## config.mk

```make
export PLATFORM = sky130hd
export DESIGN_NAME = mmp_io_port_mux
export DESIGN_NICKNAME = d
export VERILOG_FILES = /design/src/mmp_pkg.sv /design/src/mmp_io_port_mux.sv
export SDC_FILE = /design/constraint.sdc
export NUM_CORES = 1
export LEC_CHECK = 0
export ABC_AREA = 0
export BUFFER_PORTS_ARGS = -buffer_cell sky130_fd_sc_hd__buf_2
export CAP_MARGIN = 20
export CORE_ASPECT_RATIO = 0.7
export CORE_MARGIN = 1
export CORE_UTILIZATION = 50
export CTS_BUF_LIST = sky130_fd_sc_hd__clkbuf_4 sky130_fd_sc_hd__clkbuf_8
export CTS_CLUSTER_SIZE = 30
export DETAILED_ROUTE_END_ITERATION = 10
export GPL_TIMING_DRIVEN = 0
export PLACE_DENSITY_LB_ADDON = 0.05
export RECOVER_POWER = 25
export SLEW_MARGIN = 20
export SYNTH_ARGS = -nofsm -noshare
export SYNTH_HDL_FRONTEND = slang
export SYNTH_SLANG_ARGS = --single-unit
```

## constraint.sdc

```tcl
create_clock -name ref_clk -period 6.1 [get_ports ref_clk]
set_clock_uncertainty 0.15 [all_clocks]
set_input_delay 0 -clock ref_clk [delete_from_list [all_inputs] [get_ports ref_clk]]
set_output_delay 0 -clock ref_clk [all_outputs]
set_load 0.05 [all_outputs]
```

## src/mmp_pkg.sv

```systemverilog
// package: register map, reset values, field layout and state types of the io port mux
package mmp_pkg;

  localparam logic [7:0] ADDR_PORT0_DATA       = 8'h80;
  localparam logic [7:0] ADDR_PORT1_DATA       = 8'h90;
  localparam logic [7:0] ADDR_PORT0_OE         = 8'h91;
  localparam logic [7:0] ADDR_PORT2_OE         = 8'h93;
  localparam logic [7:0] ADDR_PORT2_DATA       = 8'hA0;
  localparam logic [7:0] ADDR_PORT1_MODE_LOW   = 8'hA2;
  localparam logic [7:0] ADDR_PORT1_MODE_HIGH  = 8'hA3;
  localparam logic [7:0] ADDR_PORT3_MODE_LOW   = 8'hA4;
  localparam logic [7:0] ADDR_PORT3_MODE_HIGH  = 8'hA5;
  localparam logic [7:0] ADDR_RC_OSC_CTRL      = 8'hAF;
  localparam logic [7:0] ADDR_PORT3_DATA       = 8'hB0;
  localparam logic [7:0] ADDR_SERIAL_CTRL      = 8'hBC;
  localparam logic [7:0] ADDR_PIN_FUNC_SEL     = 8'hBF;
  localparam logic [7:0] ADDR_CLOCK_SRC_CTRL   = 8'hD8;

  localparam logic [7:0] RST_PORT_DATA         = 8'hFF;
  localparam logic [7:0] RST_ZERO              = 8'h00;
  localparam logic [7:0] RST_RC_OSC_CTRL       = 8'h0C;
  localparam logic [7:0] RST_CLOCK_SRC_CTRL    = 8'h00;

  // writable bits; the others read as zero
  localparam logic [7:0] MASK_PORT2_OE         = 8'h7F;
  localparam logic [7:0] MASK_SERIAL_CTRL      = 8'hF7;
  localparam logic [7:0] MASK_PIN_FUNC_SEL     = 8'hE0;

  localparam int         SERIAL_ENABLE_BIT     = 7;
  localparam int         RC_PIN_COUNT_LSB      = 6;
  localparam int         BUS_ENABLE_BIT        = 7;
  localparam int         STROBE_POLARITY_BIT   = 6;
  localparam int         PULSE_OUT_ENABLE_BIT  = 5;
  localparam int         FAST_XTAL_SEL_BIT     = 6;
  localparam int         SLOW_XTAL_TYPE_BIT    = 4;

  localparam logic [1:0] MODE_QUASI            = 2'h0;
  localparam logic [1:0] MODE_OPEN_DRAIN       = 2'h1;
  localparam logic [1:0] MODE_PUSH_PULL        = 2'h2;
  localparam logic [1:0] MODE_ALTERNATE        = 2'h3;

  // strong high drive after a low-to-high step, in clock cycles
  localparam logic [1:0] KICK_CYCLES           = 2'h2;
  localparam int         PSEUDO_PINS           = 11;

  typedef struct packed {
    logic [7:0] dout;
    logic [7:0] oe;
    logic [7:0] pu;
    logic [7:0] ie;
  } mmp_pad_t;

  typedef struct packed {
    logic [7:0]                   p0;
    logic [7:0]                   p1;
    logic [7:0]                   p2;
    logic [7:0]                   p3;
    logic [7:0]                   p0oe;
    logic [7:0]                   port2_drive_enable_bits;
    logic [15:0]                  p1mode;
    logic [15:0]                  p3mode;
    logic [7:0]                   rc_oscillator_pin_control;
    logic [7:0]                   serial_periph_control;
    logic [7:0]                   pin_function_select;
    logic [7:0]                   clock_source_control;
    logic [7:0]                   rdata;
    logic [PSEUDO_PINS-1:0][1:0]  kick;
    logic [7:0]                   in0;
    logic [7:0]                   in1;
    logic [7:0]                   in2;
    logic [7:0]                   in3;
  } mmp_state_t;

endpackage : mmp_pkg

```

## src/mmp_io_port_mux.sv

```systemverilog
// module: multi-mode io port mux for four 8-bit ports with register slave
`timescale 1ns/1ps
`default_nettype none
module mmp_io_port_mux
  import mmp_pkg::*;
(
  input  wire logic       ref_clk,
  input  wire logic       reset_n,
  input  wire logic       ce,
  input  wire logic [7:0] sfr_addr,
  input  wire logic       sfr_wr,
  input  wire logic       sfr_rd,
  input  wire logic       sfr_rmw,
  input  wire logic [7:0] sfr_wdata,
  output logic      [7:0] sfr_rdata,
  input  wire logic [7:0] p0_pin_in,
  input  wire logic [7:0] p1_pin_in,
  input  wire logic [7:0] p2_pin_in,
  input  wire logic [7:0] p3_pin_in,
  output mmp_pad_t        p0_pad,
  output mmp_pad_t        p1_pad,
  output mmp_pad_t        p2_pad,
  output mmp_pad_t        p3_pad,
  input  wire logic       timer2_divided_clock_out,
  input  wire logic       timer1_divided_clock_out,
  input  wire logic       timer1_inverted_clock_out,
  input  wire logic       system_clock_divided_out,
  input  wire logic       pulse_width_in,
  input  wire logic [2:0] spi_dout,
  input  wire logic [2:0] spi_doe,
  input  wire logic [7:0] bus_dout,
  input  wire logic       bus_doe,
  input  wire logic       bus_rd,
  input  wire logic       bus_wr,
  output logic      [7:0] port0_in,
  output logic      [7:0] port1_in,
  output logic      [7:0] port2_in,
  output logic      [7:0] port3_in,
  output logic      [7:0] port1_analog_sel,
  output logic            touch_charge_collect,
  output logic      [3:0] rc_converter_pins,
  output logic            fast_crystal_en,
  output logic            slow_crystal_en,
  output logic            serial_periph_enable,
  output logic            parallel_bus_enable
);

  logic       rst_sync1_q;
  logic       rst_sync2_q;
  mmp_state_t st_q;
  mmp_state_t st_d;
  logic       pwm_en;
  logic       strobe_pol;

  always_ff @(posedge ref_clk or negedge reset_n) begin
    if (!reset_n) begin
      rst_sync1_q <= 1'b0;
      rst_sync2_q <= 1'b0;
    end else begin
      rst_sync1_q <= 1'b1;
      rst_sync2_q <= rst_sync1_q;
    end
  end

  function automatic logic [1:0] mode_of(input logic [15:0] m, input int n);
    mode_of = m[2*n +: 2];
  endfunction : mode_of

  assign pwm_en               = st_q.pin_function_select[PULSE_OUT_ENABLE_BIT];
  assign strobe_pol           = st_q.pin_function_select[STROBE_POLARITY_BIT];
  assign serial_periph_enable = st_q.serial_periph_control[SERIAL_ENABLE_BIT];
  assign parallel_bus_enable  = st_q.pin_function_select[BUS_ENABLE_BIT];
  assign fast_crystal_en      = st_q.clock_source_control[FAST_XTAL_SEL_BIT];
  assign slow_crystal_en      = st_q.clock_source_control[SLOW_XTAL_TYPE_BIT];
  assign sfr_rdata            = st_q.rdata;
  assign port0_in             = st_q.in0;
  assign port1_in             = st_q.in1;
  assign port2_in             = st_q.in2;
  assign port3_in             = st_q.in3;

  always_comb begin
    unique case (st_q.rc_oscillator_pin_control[RC_PIN_COUNT_LSB +: 2])
      2'h0:    rc_converter_pins = 4'h0;
      2'h1:    rc_converter_pins = 4'h3;
      2'h2:    rc_converter_pins = 4'h7;
      default: rc_converter_pins = 4'hF;
    endcase
  end

  always_comb begin
    for (int n = 0; n < 8; n++) begin
      port1_analog_sel[n] = (mode_of(st_q.p1mode, n) == MODE_ALTERNATE) && (n != 0);
    end
    touch_charge_collect = (mode_of(st_q.p3mode, 4) == MODE_ALTERNATE);
  end

  // register writes, reads, kick counters and registered digital inputs
  always_comb begin
    logic [1:0] m;
    logic       old_d;
    logic       new_d;
    m     = 2'h0;
    old_d = 1'b0;
    new_d = 1'b0;
    st_d  = st_q;
    if (sfr_wr) begin
      if (sfr_addr == ADDR_PORT0_DATA) begin
        st_d.p0 = sfr_wdata;
      end else if (sfr_addr == ADDR_PORT1_DATA) begin
        st_d.p1 = sfr_wdata;
      end else if (sfr_addr == ADDR_PORT0_OE) begin
        st_d.p0oe = sfr_wdata;
      end else if (sfr_addr == ADDR_PORT2_OE) begin
        st_d.port2_drive_enable_bits = sfr_wdata & MASK_PORT2_OE;
      end else if (sfr_addr == ADDR_PORT2_DATA) begin
        st_d.p2 = sfr_wdata;
      end else if (sfr_addr == ADDR_PORT1_MODE_LOW) begin
        st_d.p1mode[7:0] = sfr_wdata;
      end else if (sfr_addr == ADDR_PORT1_MODE_HIGH) begin
        st_d.p1mode[15:8] = sfr_wdata;
      end else if (sfr_addr == ADDR_PORT3_MODE_LOW) begin
        st_d.p3mode[7:0] = sfr_wdata;
      end else if (sfr_addr == ADDR_PORT3_MODE_HIGH) begin
        st_d.p3mode[15:8] = sfr_wdata;
      end else if (sfr_addr == ADDR_RC_OSC_CTRL) begin
        st_d.rc_oscillator_pin_control = sfr_wdata;
      end else if (sfr_addr == ADDR_PORT3_DATA) begin
        st_d.p3 = sfr_wdata;
      end else if (sfr_addr == ADDR_SERIAL_CTRL) begin
        st_d.serial_periph_control = sfr_wdata & MASK_SERIAL_CTRL;
      end else if (sfr_addr == ADDR_PIN_FUNC_SEL) begin
        st_d.pin_function_select = sfr_wdata & MASK_PIN_FUNC_SEL;
      end else if (sfr_addr == ADDR_CLOCK_SRC_CTRL) begin
        st_d.clock_source_control = sfr_wdata;
      end
    end
    if (sfr_rd) begin
      // plain reads of a port see the pins, rmw reads see the latch
      if (sfr_addr == ADDR_PORT0_DATA) begin
        st_d.rdata = sfr_rmw ? st_q.p0 : p0_pin_in;
      end else if (sfr_addr == ADDR_PORT1_DATA) begin
        st_d.rdata = sfr_rmw ? st_q.p1 : p1_pin_in;
      end else if (sfr_addr == ADDR_PORT2_DATA) begin
        st_d.rdata = sfr_rmw ? st_q.p2 : p2_pin_in;
      end else if (sfr_addr == ADDR_PORT3_DATA) begin
        st_d.rdata = sfr_rmw ? st_q.p3 : p3_pin_in;
      end else if (sfr_addr == ADDR_PORT0_OE) begin
        st_d.rdata = st_q.p0oe;
      end else if (sfr_addr == ADDR_PORT2_OE) begin
        st_d.rdata = st_q.port2_drive_enable_bits;
      end else if (sfr_addr == ADDR_PORT1_MODE_LOW) begin
        st_d.rdata = st_q.p1mode[7:0];
      end else if (sfr_addr == ADDR_PORT1_MODE_HIGH) begin
        st_d.rdata = st_q.p1mode[15:8];
      end else if (sfr_addr == ADDR_PORT3_MODE_LOW) begin
        st_d.rdata = st_q.p3mode[7:0];
      end else if (sfr_addr == ADDR_PORT3_MODE_HIGH) begin
        st_d.rdata = st_q.p3mode[15:8];
      end else if (sfr_addr == ADDR_RC_OSC_CTRL) begin
        st_d.rdata = st_q.rc_oscillator_pin_control;
      end else if (sfr_addr == ADDR_SERIAL_CTRL) begin
        st_d.rdata = st_q.serial_periph_control;
      end else if (sfr_addr == ADDR_PIN_FUNC_SEL) begin
        st_d.rdata = st_q.pin_function_select;
      end else if (sfr_addr == ADDR_CLOCK_SRC_CTRL) begin
        st_d.rdata = st_q.clock_source_control;
      end else begin
        st_d.rdata = RST_ZERO;
      end
    end
    // pseudo open drain pins: 0..7 port1, 8..10 port3 pins 0-2
    for (int k = 0; k < PSEUDO_PINS; k++) begin
      if (k < 8) begin
        m     = mode_of(st_q.p1mode, k);
        old_d = st_q.p1[k];
        new_d = st_d.p1[k];
      end else begin
        m     = mode_of(st_q.p3mode, k - 8);
        old_d = st_q.p3[k-8];
        new_d = st_d.p3[k-8];
      end
      if (!old_d && new_d && (m == MODE_QUASI || m == MODE_OPEN_DRAIN)) begin
        st_d.kick[k] = KICK_CYCLES;
      end else if (st_q.kick[k] != 2'h0) begin
        st_d.kick[k] = st_q.kick[k] - 2'h1;
      end
    end
    st_d.in0 = p0_pin_in & p0_pad.ie;
    st_d.in1 = p1_pin_in & p1_pad.ie;
    st_d.in2 = p2_pin_in & p2_pad.ie;
    st_d.in3 = p3_pin_in & p3_pad.ie;
  end

  always_ff @(posedge ref_clk or negedge rst_sync2_q) begin
    if (!rst_sync2_q) begin
      st_q.p0      <= RST_PORT_DATA;
      st_q.p1      <= RST_PORT_DATA;
      st_q.p2      <= RST_PORT_DATA;
      st_q.p3      <= RST_PORT_DATA;
      st_q.p0oe    <= RST_ZERO;
      st_q.port2_drive_enable_bits    <= RST_ZERO;
      st_q.p1mode  <= {RST_ZERO, RST_ZERO};
      st_q.p3mode  <= {RST_ZERO, RST_ZERO};
      st_q.rc_oscillator_pin_control   <= RST_RC_OSC_CTRL;
      st_q.serial_periph_control   <= RST_ZERO;
      st_q.pin_function_select <= RST_ZERO;
      st_q.clock_source_control  <= RST_CLOCK_SRC_CTRL;
      st_q.rdata   <= RST_ZERO;
      st_q.kick    <= '0;
      st_q.in0     <= RST_ZERO;
      st_q.in1     <= RST_ZERO;
      st_q.in2     <= RST_ZERO;
      st_q.in3     <= RST_ZERO;
    end else if (ce) begin
      st_q <= st_d;
    end
  end

  // pad drive for ports 1 and 3
  always_comb begin
    logic [1:0] m;
    logic       d;
    logic       alt;
    m   = 2'h0;
    d   = 1'b0;
    alt = 1'b0;
    p1_pad = '0;
    p3_pad = '0;
    for (int n = 0; n < 8; n++) begin
      m = mode_of(st_q.p1mode, n);
      d = st_q.p1[n];
      if (n == 3 && pwm_en) begin
        d = pulse_width_in;
        if (m == MODE_PUSH_PULL) begin
          p1_pad.oe[n]   = 1'b1;
          p1_pad.dout[n] = d;
        end else if (m != MODE_ALTERNATE) begin
          p1_pad.oe[n] = ~d | (st_q.kick[n] != 2'h0);
          p1_pad.dout[n] = d;
          p1_pad.pu[n] = d && (m == MODE_QUASI);
        end
      end else if (m == MODE_ALTERNATE) begin
        if (n == 0) begin
          p1_pad.oe[n]   = 1'b1;
          p1_pad.dout[n] = timer2_divided_clock_out;
        end
      end else if (m == MODE_PUSH_PULL) begin
        p1_pad.oe[n]   = 1'b1;
        p1_pad.dout[n] = d;
      end else begin
        p1_pad.oe[n]   = ~d | (st_q.kick[n] != 2'h0);
        p1_pad.dout[n] = d;
        p1_pad.pu[n]   = d && (m == MODE_QUASI);
        p1_pad.ie[n]   = d;
      end
    end
    for (int n = 0; n < 8; n++) begin
      m   = mode_of(st_q.p3mode, n);
      d   = st_q.p3[n];
      alt = 1'b0;
      if (n >= 6 && parallel_bus_enable) begin
        p3_pad.oe[n]   = 1'b1;
        p3_pad.dout[n] = ((n == 6) ? bus_wr : bus_rd) ~^ strobe_pol;
      end else if (m == MODE_ALTERNATE) begin
        if (n == 5) begin
          alt = timer1_divided_clock_out;
        end else if (n == 6) begin
          alt = timer1_inverted_clock_out;
        end else if (n == 7) begin
          alt = system_clock_divided_out;
        end
        p3_pad.oe[n]   = (n >= 5);
        p3_pad.dout[n] = alt;
      end else if (m == MODE_PUSH_PULL) begin
        p3_pad.oe[n]   = 1'b1;
        p3_pad.dout[n] = d;
      end else begin
        p3_pad.oe[n]   = ~d | ((n < 3) && (st_q.kick[n+8] != 2'h0));
        p3_pad.dout[n] = d;
        p3_pad.pu[n]   = d && (m == MODE_QUASI);
        p3_pad.ie[n]   = d;
      end
    end
  end

  // pad drive for ports 0 and 2
  always_comb begin
    p0_pad = '0;
    p2_pad = '0;
    for (int n = 0; n < 8; n++) begin
      if (n < 4 && rc_converter_pins[n]) begin
        p0_pad.oe[n] = 1'b0;
      end else if (parallel_bus_enable) begin
        p0_pad.oe[n]   = bus_doe;
        p0_pad.dout[n] = bus_dout[n];
        p0_pad.pu[n]   = st_q.p0[n] & ~bus_doe;
        p0_pad.ie[n]   = ~bus_doe;
      end else begin
        p0_pad.oe[n]   = st_q.p0oe[n];
        p0_pad.dout[n] = st_q.p0[n];
        p0_pad.pu[n]   = st_q.p0[n] & ~st_q.p0oe[n];
        p0_pad.ie[n]   = ~st_q.p0oe[n];
      end
    end
    for (int n = 0; n < 7; n++) begin
      if (n >= 4 && serial_periph_enable) begin
        p2_pad.oe[n]   = spi_doe[n-4];
        p2_pad.dout[n] = spi_dout[n-4];
        p2_pad.ie[n]   = ~spi_doe[n-4];
      end else if ((n < 2 && slow_crystal_en) || (n >= 2 && n < 4 && fast_crystal_en)) begin
        p2_pad.oe[n] = 1'b0;
      end else begin
        p2_pad.oe[n]   = st_q.port2_drive_enable_bits[n];
        p2_pad.dout[n] = st_q.p2[n];
        p2_pad.pu[n]   = st_q.p2[n] & ~st_q.port2_drive_enable_bits[n];
        p2_pad.ie[n]   = ~st_q.port2_drive_enable_bits[n];
      end
    end
    p2_pad.pu[7]   = 1'b1;
    p2_pad.oe[7]   = ~st_q.p2[7];
    p2_pad.dout[7] = 1'b0;
    p2_pad.ie[7]   = 1'b1;
  end
endmodule : mmp_io_port_mux
`default_nettype wire

```

**After elaboration in Yosys (flattened, before gate mapping)**

Index checks and enable logic that the tools add are counted.

- Bitwise logic cells: 91
- Multiplexer cells: 284
- Equality and inequality tests: 60
- Reductions and logical operators: 125
- $add $sub $neg: 11

Operators with widths:

| operator | count |
|---|---|
| two-way mux 8 bit | 39 |
| two-way mux 104 bit | 2 |
| two-way mux 1 bit | 206 |
| two-way mux 64 bit | 2 |
| equality test 8 bit, second input constant | 14 |
| two-way mux 48 bit | 2 |
| two-way mux 96 bit | 1 |
| two-way mux 71 bit | 1 |
| equality test 2 bit, second input constant | 33 |
| two-way mux 32 bit | 2 |
| NOT 1 bit | 50 |
| two-way mux 16 bit | 3 |
| two-way mux 24 bit | 2 |
| two-way mux 2 bit | 22 |
| nonzero test 2 bit | 22 |
| logical AND 1 bit | 39 |
| zero test 2 bit | 17 |
| bitwise AND 8 bit | 4 |
| equality test 2 x 1 -> 1 bit, second input constant | 12 |
| AND reduction 2 bit | 12 |
| bitwise AND 1 bit | 23 |
| subtractor 2 x 1 -> 2 bit, second input constant | 11 |
| AND reduction 16 bit | 1 |
| AND reduction 15 bit | 1 |
| 18 further kinds | 50 |

- Register bits after elaboration: 169
- Output and inout port bits: 185

**Longest topological paths before layout**

Gate-level depths: netlist (run 1).

- Depth after elaboration: 20
- Depth in mapped cells: 8

**Worst setup path after synthesis (run 1)**

OpenSTA, ideal clock, no wires.

- Path kind: register to output
- From: reg st_q (netlist bit parallel_bus_enable)
- To: out p0_pad[10] (netlist name)
- Required time: 5950 ps
- Path buffers: 1
- Setup slack: 3457 ps
- Data arrival time: 2493 ps
- Stages on the path, launching flop included: 6
- Cell sequence: dfrtp_1 > inv_1 > clkbuf_1 > a21oi_1 > nor2b_1 > and2_1

RTL lines:

| what | line | source |
|---|---|---|
| start: declaration | mmp_io_port_mux.sv:50 | `mmp_state_t st_q;` |
| start signal: assignment | mmp_io_port_mux.sv:215 | `st_q <= st_d;` |
| end: declaration | mmp_io_port_mux.sv:20 | `output mmp_pad_t p0_pad,` |

==> flow_summary.ini, run 1 <==
[power_and_ir_drop]
p_int_w = 0.001869
power_frac_seq_pct = 44.3
ir_worst_vdd_uv = 203.4
power_w = 0.002948
power_switching_share_pct = 36.61
clkPwrFrac_pct = 27.4
powerDensity_nw_per_um2 = 232.9
comb_power_share_pct = 28.3
switchingPower_w = 0.001079
p_leak_nw = 6.328

[sta]
rsz0062_at_grt = no
tightest_slew_ns = 1.940
tns_ns = 0
maxSlewViolCount = 34
hold_viol = 0
final-setup-viol-count = 0
slew_headroom_pct = -29.37
finalCritPeriodShare_pct = 50.15
max_freq_mhz = 326.9
fin_crit_ns = 3.059

[worst_setup_path]
crit_path_start_kind = register
worstPathRequired_ns = 6.54
arrival_ns = 3.50
worst-path-max-fanout = 53
end_kind = asynchronous set/reset pin
critical_path_class = reg2async
rrSetupSlack_ns = 3.04

[clock_network]
cts_tree = built
clk_latency_ns = 0.48
clk_path_buf_depth = 2
cts_made_buffers = 17
clkSlewWorstSetupHoldPaths_ns = 0.10
cts_resized = 0
h-tree-depth = 4
cts-root-buf = clkbuf_8
clock_sinks = 169

[global_route]
grt_pass1_vias = 8781
grt_overflow = 0
grt_max_degree = 58
antenna_found_initial = 2
grt_pass1_wl_um = 55110
grt.total_usage_pct = 37.10

[synthesis]
synth_cell_type_count = 80
ys.flop_type = dfrtp_1
async_flop_share_pct = 100.0
synthTopCellsByArea = dfrtp_1 (33%), mux2_2 (13%), dfstp_2 (8.8%)
yosysSeqAreaShare_pct = 42.21
synth-seq-cells = 169
syn_area_um2 = 10120
synth_edf_count = 0
synth.avg_cell_area_um2 = 9.991
synth.yosys.warnings = 0
synth_top_area_share_pct = 33.38
syn_inst = 1013
synth_top_cell_by_area = dfrtp_1

[route]
drc = 0
antenna_left = 0
vias_per_cell = 5.834
drt_iter0_drc = 947
wl_um = 38300
firstDrtPassIters = 6
vias = 9463
wl_per_cell_um = 23.61

[run_status]
status = finished, violations left
violations = max-capacitance violations, max-slew violations

[floorplanning]
ioPinCount = 261
start_util_pct = 51.12
die_w_um = 172.1
placementRows = 43
die_y_um = 121.0
core_area_um2 = 19800
die_area_um2 = 20820

[final_layout]
area_delta_synth_final_pct = 25.07
final_nets = 1425
drive_above_1_share_pct = 37.68

[worst_hold_path]
holdCritPathClass = in2reg

[placed_design]
place.detailed.hpwl_um = 28800
place.gp.congestion = 1.036
place.port_buffers = 252

[run]
cap_viol_max_count = 1
==> kinds of logic (layout without fill, tap and decap cells) <==
group / Yosys count / in the layout / synth area share, %
xor+xnor: 2 / 2 / 0.1731
buf+inv: 187 / 522 / 8.938
flops: 169 / 169 / 42.21
compound gates: 188 / 188 / 12.78
other cells: 2 / 6 / 0.07420
fa+ha+maj: 11 / 11 / 1.360
mux: 167 / 167 / 18.30
simple gates: 287 / 287 / 16.17
==> worst paths after layout <==
path | start | to | depth (start not counted)
worst max register to register | rst_sync2_q$_DFF_PN0_ | st_q[147]$_DFFE_PN1P_ | 2
max in group ref_clk | sfr_wr | st_q[97]$_DFFE_PN0P_ | 6
worst max-delay path | rst_sync2_q$_DFF_PN0_ | st_q[147]$_DFFE_PN1P_ | 2
min in group asynchronous | reset_n | rst_sync1_q$_DFF_PN0_ | 3
worst min register to register | rst_sync1_q$_DFF_PN0_ | rst_sync2_q$_DFF_PN0_ | 0
worst min-delay path | sfr_addr[6] | sfr_rdata[3]$_DFFE_PN0P_ | 5
==> repair_timing <==
| item | 4_1_cts | 5_1_grt |
|---|---|---|
| hold buffers | 48 | 0 |
| hold endpoints to repair | 94 | 0 |
| buffers inserted | 0 | 0 |
==> through the flow <==
stage	setup WS [ns]	utilization (%)	hold slack [ns]	cell area [um^2]	cells
finish	3.041	63.93	0.03464	12660	1622
global route	2.522	63.92	0.08011	12660	1621
CTS	3.252	64.05	0.007858	12680	1621
detailed placement	3.209	59.68	-0.3617	11820	1541
global placement	-1.132	59.25	-0.3637	11730	1538
floorplan	0.9517	-	-0.4456	10130	1016
==> layout by cell type (no fill, tap or decap), drive strengths merged, types with 17 or more instances in the layout <==
| cell type | count |
|---|---|
| a21boi | 17 |
| a21oi | 35 |
| and2 | 27 |
| buf | 307 |
| clkbuf | 69 |
| dfrtp | 135 |
| dfstp | 34 |
| dlygate4sd3 | 48 |
| inv | 95 |
| mux2 | 124 |
| mux2i | 41 |
| nand2 | 28 |
| nand3 | 55 |
| nor2 | 55 |
| nor2b | 45 |
| o21ai | 45 |
==> power groups by stage <==
stage          clock (W)  sequential [W]  combinational [W]
2_1_floorplan          0         0.00132           0.000578
3_3_place_gp           0         0.00134           0.000760
3_5_place_dp           0         0.00133           0.000802
4_1_cts         0.000814         0.00130           0.000829
5_1_grt         0.000859         0.00132           0.000907
6_report        0.000808         0.00131           0.000833
==> Yosys cell counts, types with 4 or more instances <==
master and n:
o21ai_0 44, dfstp_2 34, nand2b_1 6, mux2_1 6, nor3b_1 5, a21oi_1 35
nand2_1 28, ha_1 11, buf_1 6, buf_4 45, inv_1 85, clkbuf_1 39
and2_1 27, nand3b_1 12, o22a_1 12, a21boi_0 16, and3_1 6, nor3_1 11
buf_2 9, a2bb2oi_1 4, a22oi_1 7, mux2i_1 41, o221ai_1 6, o211ai_1 5
o22ai_1 10, mux2_2 118, nand3_1 54, nor2_1 53, nand4_1 5, nor4_1 5
a31oi_1 4, nor2b_1 45, o2bb2ai_1 4, dfrtp_1 135
==> registers in the layout, summed over array words and instances, names as in the netlist, 8 cells and up <==
name       cells
sfr_rdata      8
port3_in       8
port1_in       8
st_q         122
port0_in       8
port2_in       8
==> layout make-up <==
| type | count | area [um^2] |
|---|---|---|
| clock buffer | 19 | 261.5 |
| multi-input combinational | 660 | 4967 |
| tap | 270 | 337.8 |
| clock inverter | 13 | 125.1 |
| inverter | 85 | 319.1 |
| sequential | 169 | 4272 |
| fill | 1707 | 7141 |
| buffer | 102 | 585.6 |
| timing repair buffer | 303 | 1788 |
| antenna | 1 | 2.502 |
==> critical path, cell delays in order (launching register included) <==
cell      delay (ns)
dfrtp_1         1.14
clkbuf_1        1.47
buf_16          0.33
==> routing by layer <==
metal | GRT usage, % | part of all wire (%)
met1 | 55.00 | 45
met2 | 53.96 | 43
met3 | 8.056 | 9.7
met4 | 10.84 | 2.2
met5 | 0 | 0.042
Note: power is estimated with default switching activity, not from simulation.
==> inputs of run 2 (changes only) <==
clock period = 2.5 ns   (was 6.1 ns; I/O delays follow)
==> run 2 against run 1 <==
The flow now finishes without violations. Sequential power increased by 140%. Register-to-register slack got worse by 3.0 ns. Critical endpoint is now port2_in[4]$_DFFE_PN0P_. Highest routed layer is now met4. First-iteration DRC count shrank 13%. Critical path type is now reg2reg. Sequential share of layout area fell by 0.19 points. Worst setup slack worse by 3.0 ns.
==> flow_summary.ini, run 2 (synthesis gave the netlist of run 1 again) <==
[run_status]
status = complete, no violations

[floorplanning]
placementRows = 43
ioPinCount = 261
die_area_um2 = 20820
die_w_um = 172.1
die_y_um = 121.0
start_util_pct = 51.12
core_area_um2 = 19800

[placed_design]
place.gp.congestion = 0.9928
postPlaceCellArea_um2 = 11820
place.detailed.hpwl_um = 28750
place_inst = 1541
place.port_buffers = 252

[global_route]
grt_pass1_vias = 8506
grt.total_usage_pct = 36.69
antenna_found_initial = 1
met2_usage_pct = 52.70
use_met3_pct = 9.948
grt_pass1_wl_um = 54390
grt_use_met1_pct = 53.07
grt_max_degree = 58
grt-busiest-layer = met1
grt_overflow = 0

[power_and_ir_drop]
comb_power_share_pct = 27.2
power_switching_share_pct = 34.34
powerDensity_nw_per_um2 = 586.9
p_leak_nw = 6.344
power_frac_seq_pct = 42.5
ir_worst_vdd_uv = 438.6
clkPwrFrac_pct = 30.2
switchingPower_w = 0.002566
power_w = 0.007473
p_int_w = 0.004907

[clock_network]
clock_sinks = 169
cts_made_buffers = 17
clkSlewWorstSetupHoldPaths_ns = 0.10
h-tree-depth = 4
clk_latency_ns = 0.48
cts_setup_buffers = 0
cts_tree = built
clk_path_buf_depth = 2
cts-root-buf = clkbuf_8

[sta]
final-setup-viol-count = 0
whs_ns = 0.03834
slew_headroom_pct = 31.99
max_freq_mhz = 410.4
finalCritPeriodShare_pct = 97.46
maxSlewViolCount = 0
fin_crit_ns = 2.436
hold_viol = 0
rsz0062_at_grt = no
tightest_slew_ns = 1.020

[final_layout]
layout_commonest_cell = buf_2
top_register = st_q
final_core_util_pct = 64.31
instances_no_fill = 1622
regArea_um2 = 4273
final_cell_mix = buf_2 (250), dfrtp_1 (134), mux2_2 (118)
final_nets = 1425
finish.instance_area_um2 = 12730
fillers = 1711
multi_input_area_um2 = 5004
largest_register_ff_count = 122
drive_above_1_share_pct = 38.49
area_delta_synth_final_pct = 25.81

[worst_hold_path]
hold_depth = 6
holdCritPathClass = in2reg
holdCritStartpoint = sfr_addr[3]
whs_endpoint = sfr_rdata[7]$_DFFE_PN0P_

[worst_setup_path]
rr_worst_depth = 6
worst-path-max-fanout = 10
max_stage_delay_ns = 0.62
r2r_start = serial_periph_enable$_DFFE_PN0P_
crit_path_start = serial_periph_enable$_DFFE_PN0P_
end_kind = register
crit_chain = clkbuf_1, mux2_2, inv_1, nand3_1, dlygate4sd3_1, o21ai_0
worstPathRequired_ns = 2.74
r2r-end = port2_in[4]$_DFFE_PN0P_
rrSetupSlack_ns = 0.06
crit_path_start_kind = register
arrival_ns = 2.68
slowest_stage = dlygate4sd3_1
critical_path_class = reg2reg

[route]
drt_iter0_drc = 820
drc = 0
antenna_left = 0
wl_per_cell_um = 23.36
wl_um = 37890
vias_per_cell = 5.797
firstDrtPassIters = 5
vias = 9402

[run]
cap_viol_max_count = 0
[run 2: timing repair]
item | 4_1_cts | 5_1_grt
endpoints found under the setup margin | 2 | 20
hold buffers | 48 | 0
resized for setup | 1 | 8
pin swaps | 0 | 0
endpoints found under the hold margin | 88 | 0
[run 2: layout make-up]
| class | count | share of cell area [%] |
|---|---|---|
| inverters | 85 | 2.506 |
| clock buffers | 20 | 2.014 |
| flip-flops and latches | 169 | 33.56 |
| diodes | 1 | 0.01965 |
| multi-input cells | 660 | 39.29 |
| well taps | 270 | 2.653 |
| plain buffers | 102 | 4.608 |
| repair buffers | 303 | 13.84 |
| clock inverters | 12 | 1.503 |
[run 2: how the worst max path moves through the flow]
stage	depth (start not counted)	slack [ns]	to
floorplan	5	-0.14	p0_pad[10]
global placement	6	-0.45	serial_periph_enable$_DFFE_PN0P_
detailed placement	5	-0.42	st_q[144]$_DFFE_PN1P_
CTS	6	0.004	p0_pad[8]
global route	6	0.007	port2_in[4]$_DFFE_PN0P_
finish	6	0.06	port2_in[4]$_DFFE_PN0P_
[run 2: per-stage QoR]
step                      setup TNS [ns]  worst slack [ns]
after global placement            -17.85           -0.4467
final                                  0           0.06351
after CTS                              0          0.004415
after global routing                   0          0.007367
after detailed placement          -8.015           -0.4164
after floorplan                  -0.9610           -0.1435
[run 2: critical path: cells and delay by family (launching register included)]
family,cells,cell delay (ns)
simple gates,1,0.09
flops,1,0.40
buf+inv,3,1.21
compound gates,1,0.09
mux,1,0.41
[run 2: power groups by stage]
stage / Clock [W] / Combinational [W] / Sequential [W]
2_1_floorplan: 0 / 0.00141 / 0.00321
3_3_place_gp: 0 / 0.00186 / 0.00326
3_5_place_dp: 0 / 0.00197 / 0.00323
4_1_cts: 0.00227 / 0.00203 / 0.00317
5_1_grt: 0.00238 / 0.00221 / 0.00321
6_report: 0.00226 / 0.00204 / 0.00318
[run 2: metal layers]
metal / part of all wire [%] / vias up
li1: - / 4206
met1: 44 / 4660
met2: 43 / 476
met3: 10 / 60
met4: 2.6 / 0
met5: 0 / -
